**config.mk**
```make
export PLATFORM = sky130hd
export DESIGN_NAME = sdsr_core
export DESIGN_NICKNAME = d
export VERILOG_FILES = /design/src/include/sdsr_pkg.sv /design/src/core/sdsr_core.sv
export SDC_FILE = /design/constraint.sdc
export NUM_CORES = 1
export LEC_CHECK = 0
export BUFFER_PORTS_ARGS = -buffer_cell sky130_fd_sc_hd__buf_2
export CAP_MARGIN = 20
export CELL_PAD_IN_SITES_DETAIL_PLACEMENT = 1
export CELL_PAD_IN_SITES_GLOBAL_PLACEMENT = 1
export CORE_MARGIN = 2
export CORE_UTILIZATION = 40
export DETAILED_ROUTE_END_ITERATION = 8
export GPL_TIMING_DRIVEN = 0
export PLACE_DENSITY_LB_ADDON = 0.25
export SLEW_MARGIN = 20
export SYNTH_ARGS = -nofsm -noshare
export SYNTH_HDL_FRONTEND = slang
export SYNTH_SLANG_ARGS = --single-unit
```
**constraint.sdc**
```tcl
create_clock -name sys_clk_in -period 4.4 [get_ports sys_clk_in]
set_input_delay 0.66 -clock sys_clk_in [delete_from_list [all_inputs] [get_ports sys_clk_in]]
set_output_delay 0.66 -clock sys_clk_in [all_outputs]
set_load 0.01 [all_outputs]
```
**src/include/sdsr_pkg.sv**
```systemverilog
// Constants, carriers and state codes of the serial data and status register block.
// Assumes a 32-bit Avalon-MM master that uses byte addresses.
package sdsr_pkg;

	// ---------------------------------------------------------------
	// Register indices; byte address is four times the index
	// ---------------------------------------------------------------
	localparam logic [11:0] SDSR_IDX_STATUS_A   = 12'h0c0;
	localparam logic [11:0] SDSR_IDX_CONTROL_B  = 12'h0c1;
	localparam logic [11:0] SDSR_IDX_CONTROL_C  = 12'h0c2;
	localparam logic [11:0] SDSR_IDX_BAUD       = 12'h0c4;
	localparam logic [11:0] SDSR_IDX_DATA       = 12'h0c6;
	localparam logic [11:0] SDSR_ADDR_STATUS_A  = SDSR_IDX_STATUS_A << 2;
	localparam logic [11:0] SDSR_ADDR_CONTROL_B = SDSR_IDX_CONTROL_B << 2;
	localparam logic [11:0] SDSR_ADDR_CONTROL_C = SDSR_IDX_CONTROL_C << 2;
	localparam logic [11:0] SDSR_ADDR_BAUD      = SDSR_IDX_BAUD << 2;
	localparam logic [11:0] SDSR_ADDR_DATA      = SDSR_IDX_DATA << 2;

	// ---------------------------------------------------------------
	// Reset values
	// ---------------------------------------------------------------
	localparam logic [7:0] SDSR_STATUS_A_RST  = 8'h20;
	localparam logic [7:0] SDSR_CONTROL_B_RST = 8'h00;
	localparam logic [7:0] SDSR_CONTROL_C_RST = 8'h06;
	localparam logic [7:0] SDSR_DATA_RST      = 8'h00;

	// ---------------------------------------------------------------
	// Field positions
	// ---------------------------------------------------------------
	localparam int SDSR_SA_RXC   = 7;
	localparam int SDSR_SA_TXC   = 6;
	localparam int SDSR_SA_UDRE  = 5;
	localparam int SDSR_SA_U2X   = 1;
	localparam int SDSR_SA_MPCM  = 0;
	localparam int SDSR_CB_RECEIVE_IRQ_ENABLE = 7;
	localparam int SDSR_CB_TRANSMIT_IRQ_ENABLE = 6;
	localparam int SDSR_CB_EMPTY_IRQ_ENABLE = 5;
	localparam int SDSR_CB_RXEN  = 4;
	localparam int SDSR_CB_TXEN  = 3;
	localparam int SDSR_CB_SIZE2 = 2;
	localparam int SDSR_CB_TXB8  = 0;
	localparam int SDSR_CC_MODE  = 6;
	localparam int SDSR_CC_PAREN = 5;
	localparam int SDSR_CC_PODD  = 4;
	localparam int SDSR_CC_STOP2 = 3;
	localparam int SDSR_CC_SIZE1 = 2;
	localparam int SDSR_CC_SIZE0 = 1;

	localparam logic [1:0] SDSR_MODE_ASYNC = 2'b00;
	localparam logic [1:0] SDSR_MODE_SPI   = 2'b11;

	// ---------------------------------------------------------------
	// Timing: divider ticks per bit
	// ---------------------------------------------------------------
	localparam int         SDSR_TICKS_NORMAL    = 16;
	localparam int         SDSR_TICKS_DOUBLE    = 8;
	localparam logic [3:0] SDSR_TICKS_NORMAL_M1 = 4'(SDSR_TICKS_NORMAL - 1);
	localparam logic [3:0] SDSR_TICKS_DOUBLE_M1 = 4'(SDSR_TICKS_DOUBLE - 1);

	// ---------------------------------------------------------------
	// Carriers and states
	// ---------------------------------------------------------------
	typedef struct packed {
		logic        read;
		logic        write;
		logic [11:0] address;
		logic [31:0] writedata;
	} sdsr_bus_req_s;

	typedef struct packed {
		logic [8:0] data;
		logic       fe;
		logic       dor;
		logic       pe;
	} sdsr_rx_entry_s;

	typedef enum logic [2:0] {
		SDSR_IDLE  = 3'b000,
		SDSR_START = 3'b001,
		SDSR_DATA  = 3'b010,
		SDSR_PAR   = 3'b011,
		SDSR_STOP  = 3'b100
	} sdsr_line_state_e;

endpackage : sdsr_pkg

```
**src/core/sdsr_core.sv**
```systemverilog
// Serial port data buffer, status register, baud divider and line shifters.
// Assumes an Avalon-MM master on sys_clk_in and an asynchronous rxd line.
`timescale 1ns/1ps

module sdsr_core #(
	parameter int DIV_W = 12
) (
	// Clock and reset
	input  wire logic                  sys_clk_in,
	input  wire logic                  resetn_in,
	// Avalon-MM slave
	input  wire sdsr_pkg::sdsr_bus_req_s bus_req_in,
	output logic [31:0]                bus_readdata_out,
	output logic                       bus_waitrequest_out,
	// Serial line
	input  wire logic                  rxd_in,
	output logic                       txd_out,
	output logic                       tx_drive_out,
	// Interrupt requests
	input  wire logic                  tx_irq_ack_in,
	output logic                       rx_irq_out,
	output logic                       tx_irq_out,
	output logic                       empty_irq_out
);
	import sdsr_pkg::*;

	// ---------------------------------------------------------------
	// Registers
	// ---------------------------------------------------------------
	logic [7:0]       ctrl_b_ff, ctrl_c_ff;
	logic [DIV_W-1:0] baud_ff;
	logic             u2x_ff, mpcm_ff, txc_ff, udre_ff, wait_ff, pop_ok_ff;
	logic [31:0]      rdata_ff;
	logic [8:0]       tx_buf_ff, tx_shift_ff, rx_data_ff;
	logic             sync1_ff, sync2_ff, sync3_ff, rx_line_ff;
	sdsr_line_state_e rx_state_ff, tx_state_ff;
	logic [DIV_W-1:0] rx_pre_ff, tx_pre_ff;
	logic [3:0]       rx_tcnt_ff, tx_tcnt_ff, rx_idx_ff, tx_idx_ff;
	logic             rx_pe_ff, rx_stop_ff, rx_done_ff, tx_par_ff, tx_stop2_ff;
	logic             txd_ff, drive_ff, rx_irq_ff, tx_irq_ff, empty_irq_ff;
	sdsr_rx_entry_s   fifo_ff [2];
	sdsr_rx_entry_s   hold_ff;
	logic             hold_v_ff, head_ff;
	logic [1:0]       fifo_cnt_ff;
	logic [DIV_W+4:0] tx_clks_ff;

	// ---------------------------------------------------------------
	// Bus decode
	// ---------------------------------------------------------------
	wire req       = bus_req_in.read | bus_req_in.write;
	wire acc       = req & ~wait_ff;
	wire hit_stat  = bus_req_in.address == SDSR_ADDR_STATUS_A;
	wire hit_cb    = bus_req_in.address == SDSR_ADDR_CONTROL_B;
	wire hit_cc    = bus_req_in.address == SDSR_ADDR_CONTROL_C;
	wire hit_baud  = bus_req_in.address == SDSR_ADDR_BAUD;
	wire hit_data  = bus_req_in.address == SDSR_ADDR_DATA;
	wire wr_acc    = acc & bus_req_in.write;
	wire [31:0] wd = bus_req_in.writedata;

	// ---------------------------------------------------------------
	// Configuration decode
	// ---------------------------------------------------------------
	wire [1:0] mode      = ctrl_c_ff[SDSR_CC_MODE +: 2];
	wire       spi_mode  = mode == SDSR_MODE_SPI;
	wire       fast      = u2x_ff & (mode == SDSR_MODE_ASYNC);
	wire [3:0] tpb_m1    = fast ? SDSR_TICKS_DOUBLE_M1 : SDSR_TICKS_NORMAL_M1;
	wire [3:0] half_m1   = tpb_m1 >> 1;
	wire [2:0] size_code = {ctrl_b_ff[SDSR_CB_SIZE2], ctrl_c_ff[SDSR_CC_SIZE1],
	                        ctrl_c_ff[SDSR_CC_SIZE0]};
	wire       nine      = size_code == 3'b111;
	wire [3:0] nbits_m1  = nine ? 4'd8 : ({2'b00, size_code[1:0]} + 4'd4);
	wire [8:0] mask      = 9'h1ff >> (4'd8 - nbits_m1);
	wire       rxen      = ctrl_b_ff[SDSR_CB_RXEN];
	wire       txen      = ctrl_b_ff[SDSR_CB_TXEN];
	wire       par_en    = ctrl_c_ff[SDSR_CC_PAREN];
	wire       par_odd   = ctrl_c_ff[SDSR_CC_PODD];

	// ---------------------------------------------------------------
	// Receive FIFO view
	// ---------------------------------------------------------------
	sdsr_rx_entry_s head, new_ent, mv_ent;
	assign head    = fifo_ff[head_ff];
	wire rxc       = fifo_cnt_ff != 2'd0;
	wire fe_rd     = rxc & head.fe & ~spi_mode;
	wire dor_rd    = rxc & head.dor & ~spi_mode;
	wire pe_rd     = rxc & head.pe & ~spi_mode;
	wire [7:0] rd_status = {rxc, txc_ff, udre_ff, fe_rd, dor_rd, pe_rd, u2x_ff, mpcm_ff};
	wire [7:0] rd_cb     = {ctrl_b_ff[7:2], rxc & head.data[8], ctrl_b_ff[0]};
	wire [7:0] rd_data   = rxc ? (head.data[7:0] & mask[7:0]) : SDSR_DATA_RST;
	wire [31:0] rd_word  = hit_stat ? {24'h0, rd_status} :
	                       hit_cb   ? {24'h0, rd_cb} :
	                       hit_cc   ? {24'h0, ctrl_c_ff} :
	                       hit_baud ? {{(32-DIV_W){1'b0}}, baud_ff} :
	                       hit_data ? {24'h0, rd_data} : 32'h0;

	// Pop uses occupancy seen when read data was captured, so a late push is not lost
	wire pop      = acc & bus_req_in.read & hit_data & pop_ok_ff & rxc;
	wire move     = hold_v_ff & ((fifo_cnt_ff != 2'd2) | pop);
	wire discard  = mpcm_ff & ~(nine & rx_data_ff[8]);
	wire keep     = rx_done_ff & ~discard;
	wire wr_idx   = head_ff + fifo_cnt_ff[0];
	assign new_ent = '{data: rx_data_ff & mask, fe: ~rx_stop_ff, dor: 1'b0, pe: rx_pe_ff};

	// ---------------------------------------------------------------
	// Line timing
	// ---------------------------------------------------------------
	wire rx_tick    = rx_pre_ff == baud_ff;
	wire rx_bit_end = rx_tick &
	                  (rx_tcnt_ff == ((rx_state_ff == SDSR_START) ? half_m1 : tpb_m1));
	wire start_det  = (rx_state_ff == SDSR_IDLE) & ~rx_line_ff;
	wire ovr_det    = start_det & hold_v_ff & (fifo_cnt_ff == 2'd2);
	assign mv_ent   = '{data: hold_ff.data, fe: hold_ff.fe, dor: hold_ff.dor | ovr_det,
	                    pe: hold_ff.pe};
	wire tx_tick    = tx_pre_ff == baud_ff;
	wire tx_bit_end = tx_tick & (tx_tcnt_ff == tpb_m1);
	wire tx_load    = (tx_state_ff == SDSR_IDLE) & txen & ~udre_ff;
	wire tx_done    = (tx_state_ff == SDSR_STOP) & tx_bit_end &
	                  (~ctrl_c_ff[SDSR_CC_STOP2] | tx_stop2_ff);
	wire wr_data_ok = wr_acc & hit_data & udre_ff;
	wire txc_set    = tx_done & udre_ff;
	wire txc_clr    = tx_irq_ack_in | (wr_acc & hit_stat & wd[SDSR_SA_TXC]);

	// ---------------------------------------------------------------
	// Bus slave and software registers
	// ---------------------------------------------------------------
	always_ff @(posedge sys_clk_in) begin
		if (!resetn_in) begin
			wait_ff   <= 1'b1;
			rdata_ff  <= 32'h0;
			pop_ok_ff <= 1'b0;
			ctrl_b_ff <= SDSR_CONTROL_B_RST;
			ctrl_c_ff <= SDSR_CONTROL_C_RST;
			baud_ff   <= '0;
			u2x_ff    <= SDSR_STATUS_A_RST[SDSR_SA_U2X];
			mpcm_ff   <= SDSR_STATUS_A_RST[SDSR_SA_MPCM];
			txc_ff    <= SDSR_STATUS_A_RST[SDSR_SA_TXC];
			udre_ff   <= SDSR_STATUS_A_RST[SDSR_SA_UDRE];
			tx_buf_ff <= '0;
		end else begin
			// One wait cycle, then a single accept cycle
			wait_ff <= ~(req & wait_ff);
			if (bus_req_in.read && wait_ff) begin
				rdata_ff  <= rd_word;
				pop_ok_ff <= rxc;
			end
			if (wr_acc && hit_cb) ctrl_b_ff <= wd[7:0];
			if (wr_acc && hit_cc) ctrl_c_ff <= wd[7:0];
			if (wr_acc && hit_baud) baud_ff <= wd[DIV_W-1:0];
			if (wr_acc && hit_stat) begin
				u2x_ff  <= wd[SDSR_SA_U2X];
				mpcm_ff <= wd[SDSR_SA_MPCM];
			end
			txc_ff <= txc_set | (txc_ff & ~txc_clr);
			if (tx_load) udre_ff <= 1'b1;
			else if (wr_data_ok) udre_ff <= 1'b0;
			if (wr_data_ok) tx_buf_ff <= {ctrl_b_ff[SDSR_CB_TXB8], wd[7:0]};
		end
	end

	// ---------------------------------------------------------------
	// Receive line synchroniser and shifter
	// ---------------------------------------------------------------
	always_ff @(posedge sys_clk_in) begin
		if (!resetn_in) begin
			sync1_ff   <= 1'b1;
			sync2_ff   <= 1'b1;
			sync3_ff   <= 1'b1;
			rx_line_ff <= 1'b1;
		end else begin
			sync1_ff <= rxd_in;
			sync2_ff <= sync1_ff;
			sync3_ff <= sync2_ff;
			if (sync2_ff == sync3_ff) rx_line_ff <= sync3_ff;
		end
	end

	always_ff @(posedge sys_clk_in) begin
		if (!resetn_in || !rxen) begin
			rx_state_ff <= SDSR_IDLE;
			rx_pre_ff   <= '0;
			rx_tcnt_ff  <= 4'd0;
			rx_idx_ff   <= 4'd0;
			rx_data_ff  <= '0;
			rx_pe_ff    <= 1'b0;
			rx_stop_ff  <= 1'b1;
			rx_done_ff  <= 1'b0;
		end else begin
			rx_done_ff <= 1'b0;
			rx_pre_ff  <= (rx_state_ff == SDSR_IDLE || rx_tick) ? '0 : rx_pre_ff + 1'b1;
			if (rx_state_ff == SDSR_IDLE || rx_bit_end) rx_tcnt_ff <= 4'd0;
			else if (rx_tick) rx_tcnt_ff <= rx_tcnt_ff + 4'd1;
			case (rx_state_ff)
				SDSR_IDLE: begin
					if (start_det) begin
						rx_state_ff <= SDSR_START;
						rx_data_ff  <= '0;
						rx_idx_ff   <= 4'd0;
						rx_pe_ff    <= 1'b0;
					end
				end
				SDSR_START: begin
					// A start bit gone by mid-bit is noise
					if (rx_bit_end) rx_state_ff <= rx_line_ff ? SDSR_IDLE : SDSR_DATA;
				end
				SDSR_DATA: begin
					if (rx_bit_end) begin
						rx_data_ff[rx_idx_ff] <= rx_line_ff;
						rx_idx_ff             <= rx_idx_ff + 4'd1;
						if (rx_idx_ff == nbits_m1) rx_state_ff <= par_en ? SDSR_PAR : SDSR_STOP;
					end
				end
				SDSR_PAR: begin
					if (rx_bit_end) begin
						rx_pe_ff    <= rx_line_ff ^ (^rx_data_ff) ^ par_odd;
						rx_state_ff <= SDSR_STOP;
					end
				end
				SDSR_STOP: begin
					if (rx_bit_end) begin
						rx_stop_ff  <= rx_line_ff;
						rx_done_ff  <= 1'b1;
						rx_state_ff <= SDSR_IDLE;
					end
				end
				default: rx_state_ff <= SDSR_IDLE;
			endcase
		end
	end

	// ---------------------------------------------------------------
	// Receive FIFO with one waiting character
	// ---------------------------------------------------------------
	always_ff @(posedge sys_clk_in) begin
		if (!resetn_in || !rxen) begin
			fifo_cnt_ff <= 2'd0;
			head_ff     <= 1'b0;
			hold_v_ff   <= 1'b0;
			hold_ff     <= '0;
			fifo_ff[0]  <= '0;
			fifo_ff[1]  <= '0;
		end else begin
			fifo_cnt_ff <= fifo_cnt_ff - {1'b0, pop} + {1'b0, move};
			if (pop) head_ff <= ~head_ff;
			if (move) fifo_ff[wr_idx] <= mv_ent;
			if (move || (keep && !hold_v_ff)) begin
				hold_v_ff <= keep;
				hold_ff   <= new_ent;
			end else if (ovr_det) begin
				hold_ff.dor <= 1'b1;
			end
		end
	end

	// ---------------------------------------------------------------
	// Transmit shifter
	// ---------------------------------------------------------------
	always_ff @(posedge sys_clk_in) begin
		if (!resetn_in) begin
			tx_state_ff <= SDSR_IDLE;
			tx_pre_ff   <= '0;
			tx_tcnt_ff  <= 4'd0;
			tx_idx_ff   <= 4'd0;
			tx_shift_ff <= '0;
			tx_par_ff   <= 1'b0;
			tx_stop2_ff <= 1'b0;
			tx_clks_ff  <= '0;
		end else begin
			tx_pre_ff  <= (tx_state_ff == SDSR_IDLE || tx_tick) ? '0 : tx_pre_ff + 1'b1;
			tx_clks_ff <= (tx_load || tx_bit_end) ? '0 : tx_clks_ff + 1'b1;
			if (tx_state_ff == SDSR_IDLE || tx_bit_end) tx_tcnt_ff <= 4'd0;
			else if (tx_tick) tx_tcnt_ff <= tx_tcnt_ff + 4'd1;
			case (tx_state_ff)
				SDSR_IDLE: begin
					if (tx_load) begin
						tx_shift_ff <= tx_buf_ff & mask;
						tx_par_ff   <= (^(tx_buf_ff & mask)) ^ par_odd;
						tx_idx_ff   <= 4'd0;
						tx_stop2_ff <= 1'b0;
						tx_state_ff <= SDSR_START;
					end
				end
				SDSR_START: if (tx_bit_end) tx_state_ff <= SDSR_DATA;
				SDSR_DATA: begin
					if (tx_bit_end) begin
						tx_idx_ff <= tx_idx_ff + 4'd1;
						if (tx_idx_ff == nbits_m1) tx_state_ff <= par_en ? SDSR_PAR : SDSR_STOP;
					end
				end
				SDSR_PAR: if (tx_bit_end) tx_state_ff <= SDSR_STOP;
				SDSR_STOP: begin
					if (tx_done) tx_state_ff <= SDSR_IDLE;
					else if (tx_bit_end) tx_stop2_ff <= 1'b1;
				end
				default: tx_state_ff <= SDSR_IDLE;
			endcase
		end
	end

	// ---------------------------------------------------------------
	// Registered outputs
	// ---------------------------------------------------------------
	always_ff @(posedge sys_clk_in) begin
		if (!resetn_in) begin
			txd_ff       <= 1'b1;
			drive_ff     <= 1'b0;
			rx_irq_ff    <= 1'b0;
			tx_irq_ff    <= 1'b0;
			empty_irq_ff <= 1'b0;
		end else begin
			case (tx_state_ff)
				SDSR_START: txd_ff <= 1'b0;
				SDSR_DATA:  txd_ff <= tx_shift_ff[tx_idx_ff];
				SDSR_PAR:   txd_ff <= tx_par_ff;
				default:    txd_ff <= 1'b1;
			endcase
			// Pin stays claimed until pending data has gone out
			drive_ff     <= txen | (tx_state_ff != SDSR_IDLE) | ~udre_ff;
			rx_irq_ff    <= rxc & ctrl_b_ff[SDSR_CB_RECEIVE_IRQ_ENABLE];
			tx_irq_ff    <= txc_ff & ctrl_b_ff[SDSR_CB_TRANSMIT_IRQ_ENABLE];
			empty_irq_ff <= udre_ff & ctrl_b_ff[SDSR_CB_EMPTY_IRQ_ENABLE];
		end
	end

	assign bus_readdata_out    = rdata_ff;
	assign bus_waitrequest_out = wait_ff;
	assign txd_out             = txd_ff;
	assign tx_drive_out        = drive_ff;
	assign rx_irq_out          = rx_irq_ff;
	assign tx_irq_out          = tx_irq_ff;
	assign empty_irq_out       = empty_irq_ff;
endmodule : sdsr_core

```
==> impl_metrics.tcl <==
set metrics [dict create \
    synthDistinctLibCells 70 \
    grt_util_all_layers_pct 23.3 \
    root_buffer "clkbuf_16" \
    grt_overflow 0 \
    die_y_um 149 \
    synth_edf_count 24 \
    slew_headroom_pct 25.2 \
    clkPwrFrac_pct 46.1 \
    clockBufferDepth 2 \
    worst-r2r-cell-count 10 \
    htreeDepth 4 \
    finalSetupTns_ns 0 \
    timing.final.ws_setup_ns 1.05 \
    clk_latency_ns 0.44 \
    drive_gt1_share_pct 12.1 \
    fillCellCount 2527 \
    fp.dieW_um 149 \
    clk_pin_slew_ns 0.07 \
    setup_viol 0 \
    max_stage_delay_ns 0.59 \
    endpoint "tx_par_ff$_SDFFE_PN0P_" \
    die-area_um2 22300 \
    place_hpwl_um 18900 \
    arrival_ns 3.65 \
    core_um2 20800 \
    finalPower_mw 3.19 \
    leakage_nw 3.77 \
    final_common_cell "dfxtp_1" \
    maxCapViolCount 0 \
    pre_cts_ws_ns 0.848 \
    r2r_start "ctrl_c_ff[2]$_SDFFE_PN1P_" \
    cp.depth 10 \
    fin_skew_ns 0.0137 \
    syn_inst 944 \
    critPathBufInv 1 \
    slew_viol_final 0 \
    drc 0 \
    place.gp.congestion 0.849 \
    combPwrFrac_pct 3.4 \
    post_cts_buffers 0 \
    netlist_area_um2 8430 \
    utilization_pct 46.3 \
    hold_path_class "in -> reg" \
    area_growth_pct 14.4 \
    vias 7157 \
    crit_slowest_cell "clkbuf_1" \
    max_freq_ghz 0.299 \
    fin_hold_ws_ns 0.395 \
    status "finished clean" \
    cts_tree "built" \
    critical_path.top_delay_family "buffers and inverters" \
    stdcell_count 1316 \
    grt_max_degree 17 \
    synth-async-reset-ratio_pct 0 \
    crit_top_cell "xnor2_1" \
    rsz0062_at_grt "no" \
    p_sw_uw 762 \
    holdPathStages 2 \
    peakVddDrop_mv 0.262 \
    antenna_cells 0 \
    placed_area_um2 9080 \
    critPathMaxFanout 10 \
    ant_nets 0 \
    post-route-period-util_pct 76.1 \
    endpoint_kind "flop" \
    swShare_pct 23.9 \
    grt_pass1_wl_um 39400 \
    tightest_slew_ns 1.11 \
    seq_area_frac_synth_pct 43.9 \
    routedWlPerCell_um 18.9 \
    grt_pass1_vias 7164 \
    startpoint "ctrl_c_ff[2]$_SDFFE_PN1P_" \
    dp.cells 1284 \
    firstDrtPassIters 5 \
    cts_sinks 173 \
    ios 88 \
    yosys_warnings 0 \
    antenna_found_initial 0 \
    critPathLaunchType "flop" \
    power-per-cell-area_nw_per_um2 330 \
    hold_buffers 0 \
    hold_violations 0 \
    critPathKind "reg -> reg" \
    internal_power_mw 2.43 \
    initial_utilization_pct 40.5 \
    io_buffers 46 \
    r2r_end "tx_par_ff$_SDFFE_PN0P_" \
    post_cts_resized 0 \
    worstPathCellList "clkbuf_1 > nand2_1 > ha_1 > nand2b_1 > xnor2_1 > mux2_1 > a22o_1 > a22oi_1 > xnor2_1 > a21oi_1" \
    dr.first_iter.drc_count 414 \
    seqPwrFrac_pct 50.5 \
    final_cell_mix "dfxtp_1, nor2_1, nand2_1, a21oi_1, mux2i_1" \
    fin_crit_ns 3.35 \
    wl_um 24900 \
    num_rows 53 \
    design_area_um2 9650 \
    via_per_inst 5.44 \
    cts_buffers 17 \
    avgSynthCellArea_um2 8.93 \
    finalNetCount 1090 \
    required_ns 4.70 \
    ys_ff_latch 173 \
    ys.flop_type "dfxtp_1" \
    rrSetupSlack_ns 1.05 \
]
==> metal layers <==
| layer | up-vias | track usage [%] | share of wire, % |
|---|---|---|---|
| met5 | - | 0 | 0 |
| li1 | 3430 | - | - |
| met3 | 37 | 4.25 | 4.4 |
| met1 | 3534 | 30.9 | 46 |
| met2 | 156 | 38.3 | 47 |
| met4 | 0 | 7.90 | 2.5 |
==> state kept, by name, summed over array words and instances (netlist names), 2 cells and up, named ones only <==
| name | count |
|---|---|
| tx_tcnt_ff | 4 |
| fifo_ff | 24 |
| tx_state_ff | 3 |
| tx_pre_ff | 12 |
| rx_data_ff | 9 |
| tx_idx_ff | 4 |
| fifo_cnt_ff | 2 |
| rx_state_ff | 3 |
| baud_ff | 12 |
| tx_shift_ff | 9 |
| ctrl_b_ff | 7 |
| ctrl_c_ff | 8 |
| rx_tcnt_ff | 4 |
| bus_readdata_out | 12 |
| rx_pre_ff | 12 |
| rx_idx_ff | 4 |
| hold_ff | 12 |
| tx_buf_ff | 9 |
==> cells by family (layout without fill, tap and decap cells) <==
kind of cell | after synthesis | count (layout) | synth area share, %
buffers and inverters | 89 | 167 | 5.12
muxes | 66 | 66 | 8.28
AOI/OAI and AO/OA | 149 | 149 | 11.1
adders and majority gates | 12 | 12 | 1.78
other | 1 | 20 | 0.0445
xor gates and xnor gates | 71 | 71 | 7.37
DFF | 173 | 173 | 43.9
and+or+nand+nor | 383 | 383 | 22.4
==> cell usage after synthesis (all sizes together), types with 3 or more instances <==
cell type  instances  area, um^2
a211oi             9        80.1
a21oi             58         294
a22oi             12        90.1
a31oi              3        18.8
a32o               3        30.0
and2              17         106
and3              16         100
buf               28         203
clkbuf            35         131
dfxtp            149        2980
edfxtp            24         721
ha                12         150
inv               25        93.8
mux2              10         113
mux2i             54         541
nand2             79         297
nand2b            13        81.3
nand3             44         220
nand3b             4        30.0
nand4             16         100
nand4b             4        35.0
nor2             122         458
nor2b              8        50.1
nor3              24         125
nor3b              7        57.6
nor4               8        68.8
o2111ai            3        26.3
o211ai             3        22.5
o21a               3        22.5
o21ai             31         155
o21bai             3        22.5
o22ai              4        25.0
or2                3        18.8
or3                9        56.3
or3b               3        28.8
xnor2             29         254
xor2              42         368
==> power by group through the flow <==
stage	Combinational (mW)	Clock [mW]	Sequential, mW
2_1_floorplan	0.0580	0	1.64
3_3_place_gp	0.106	0	1.64
3_5_place_dp	0.107	0	1.64
4_1_cts	0.108	1.50	1.61
5_1_grt	0.118	1.56	1.61
6_report	0.109	1.47	1.61
==> layout make-up <==
cell class	instances	area, um^2	share of cell area [%]
multi-input cells	701	4380	45.4
plain buffers	63	334	3.46
well taps	275	344	3.57
flip-flops and latches	173	3700	38.4
repair buffers	46	230	2.39
clock inverters	15	135	1.40
clock buffers	17	425	4.41
inverters	26	97.6	1.01
==> worst min-delay path by stage <==
stage                                   start                  end  slack, ns
after CTS                              rxd_in  sync1_ff$_SDFF_PN1_       0.38
final                                  rxd_in  sync1_ff$_SDFF_PN1_       0.39
after global routing                   rxd_in  sync1_ff$_SDFF_PN1_       0.38
after global placement    sync1_ff$_SDFF_PN1_  sync2_ff$_SDFF_PN1_       0.39
after floorplan           sync1_ff$_SDFF_PN1_  sync2_ff$_SDFF_PN1_       0.39
after detailed placement  sync1_ff$_SDFF_PN1_  sync2_ff$_SDFF_PN1_       0.40
(Power assumes the default switching activity.)
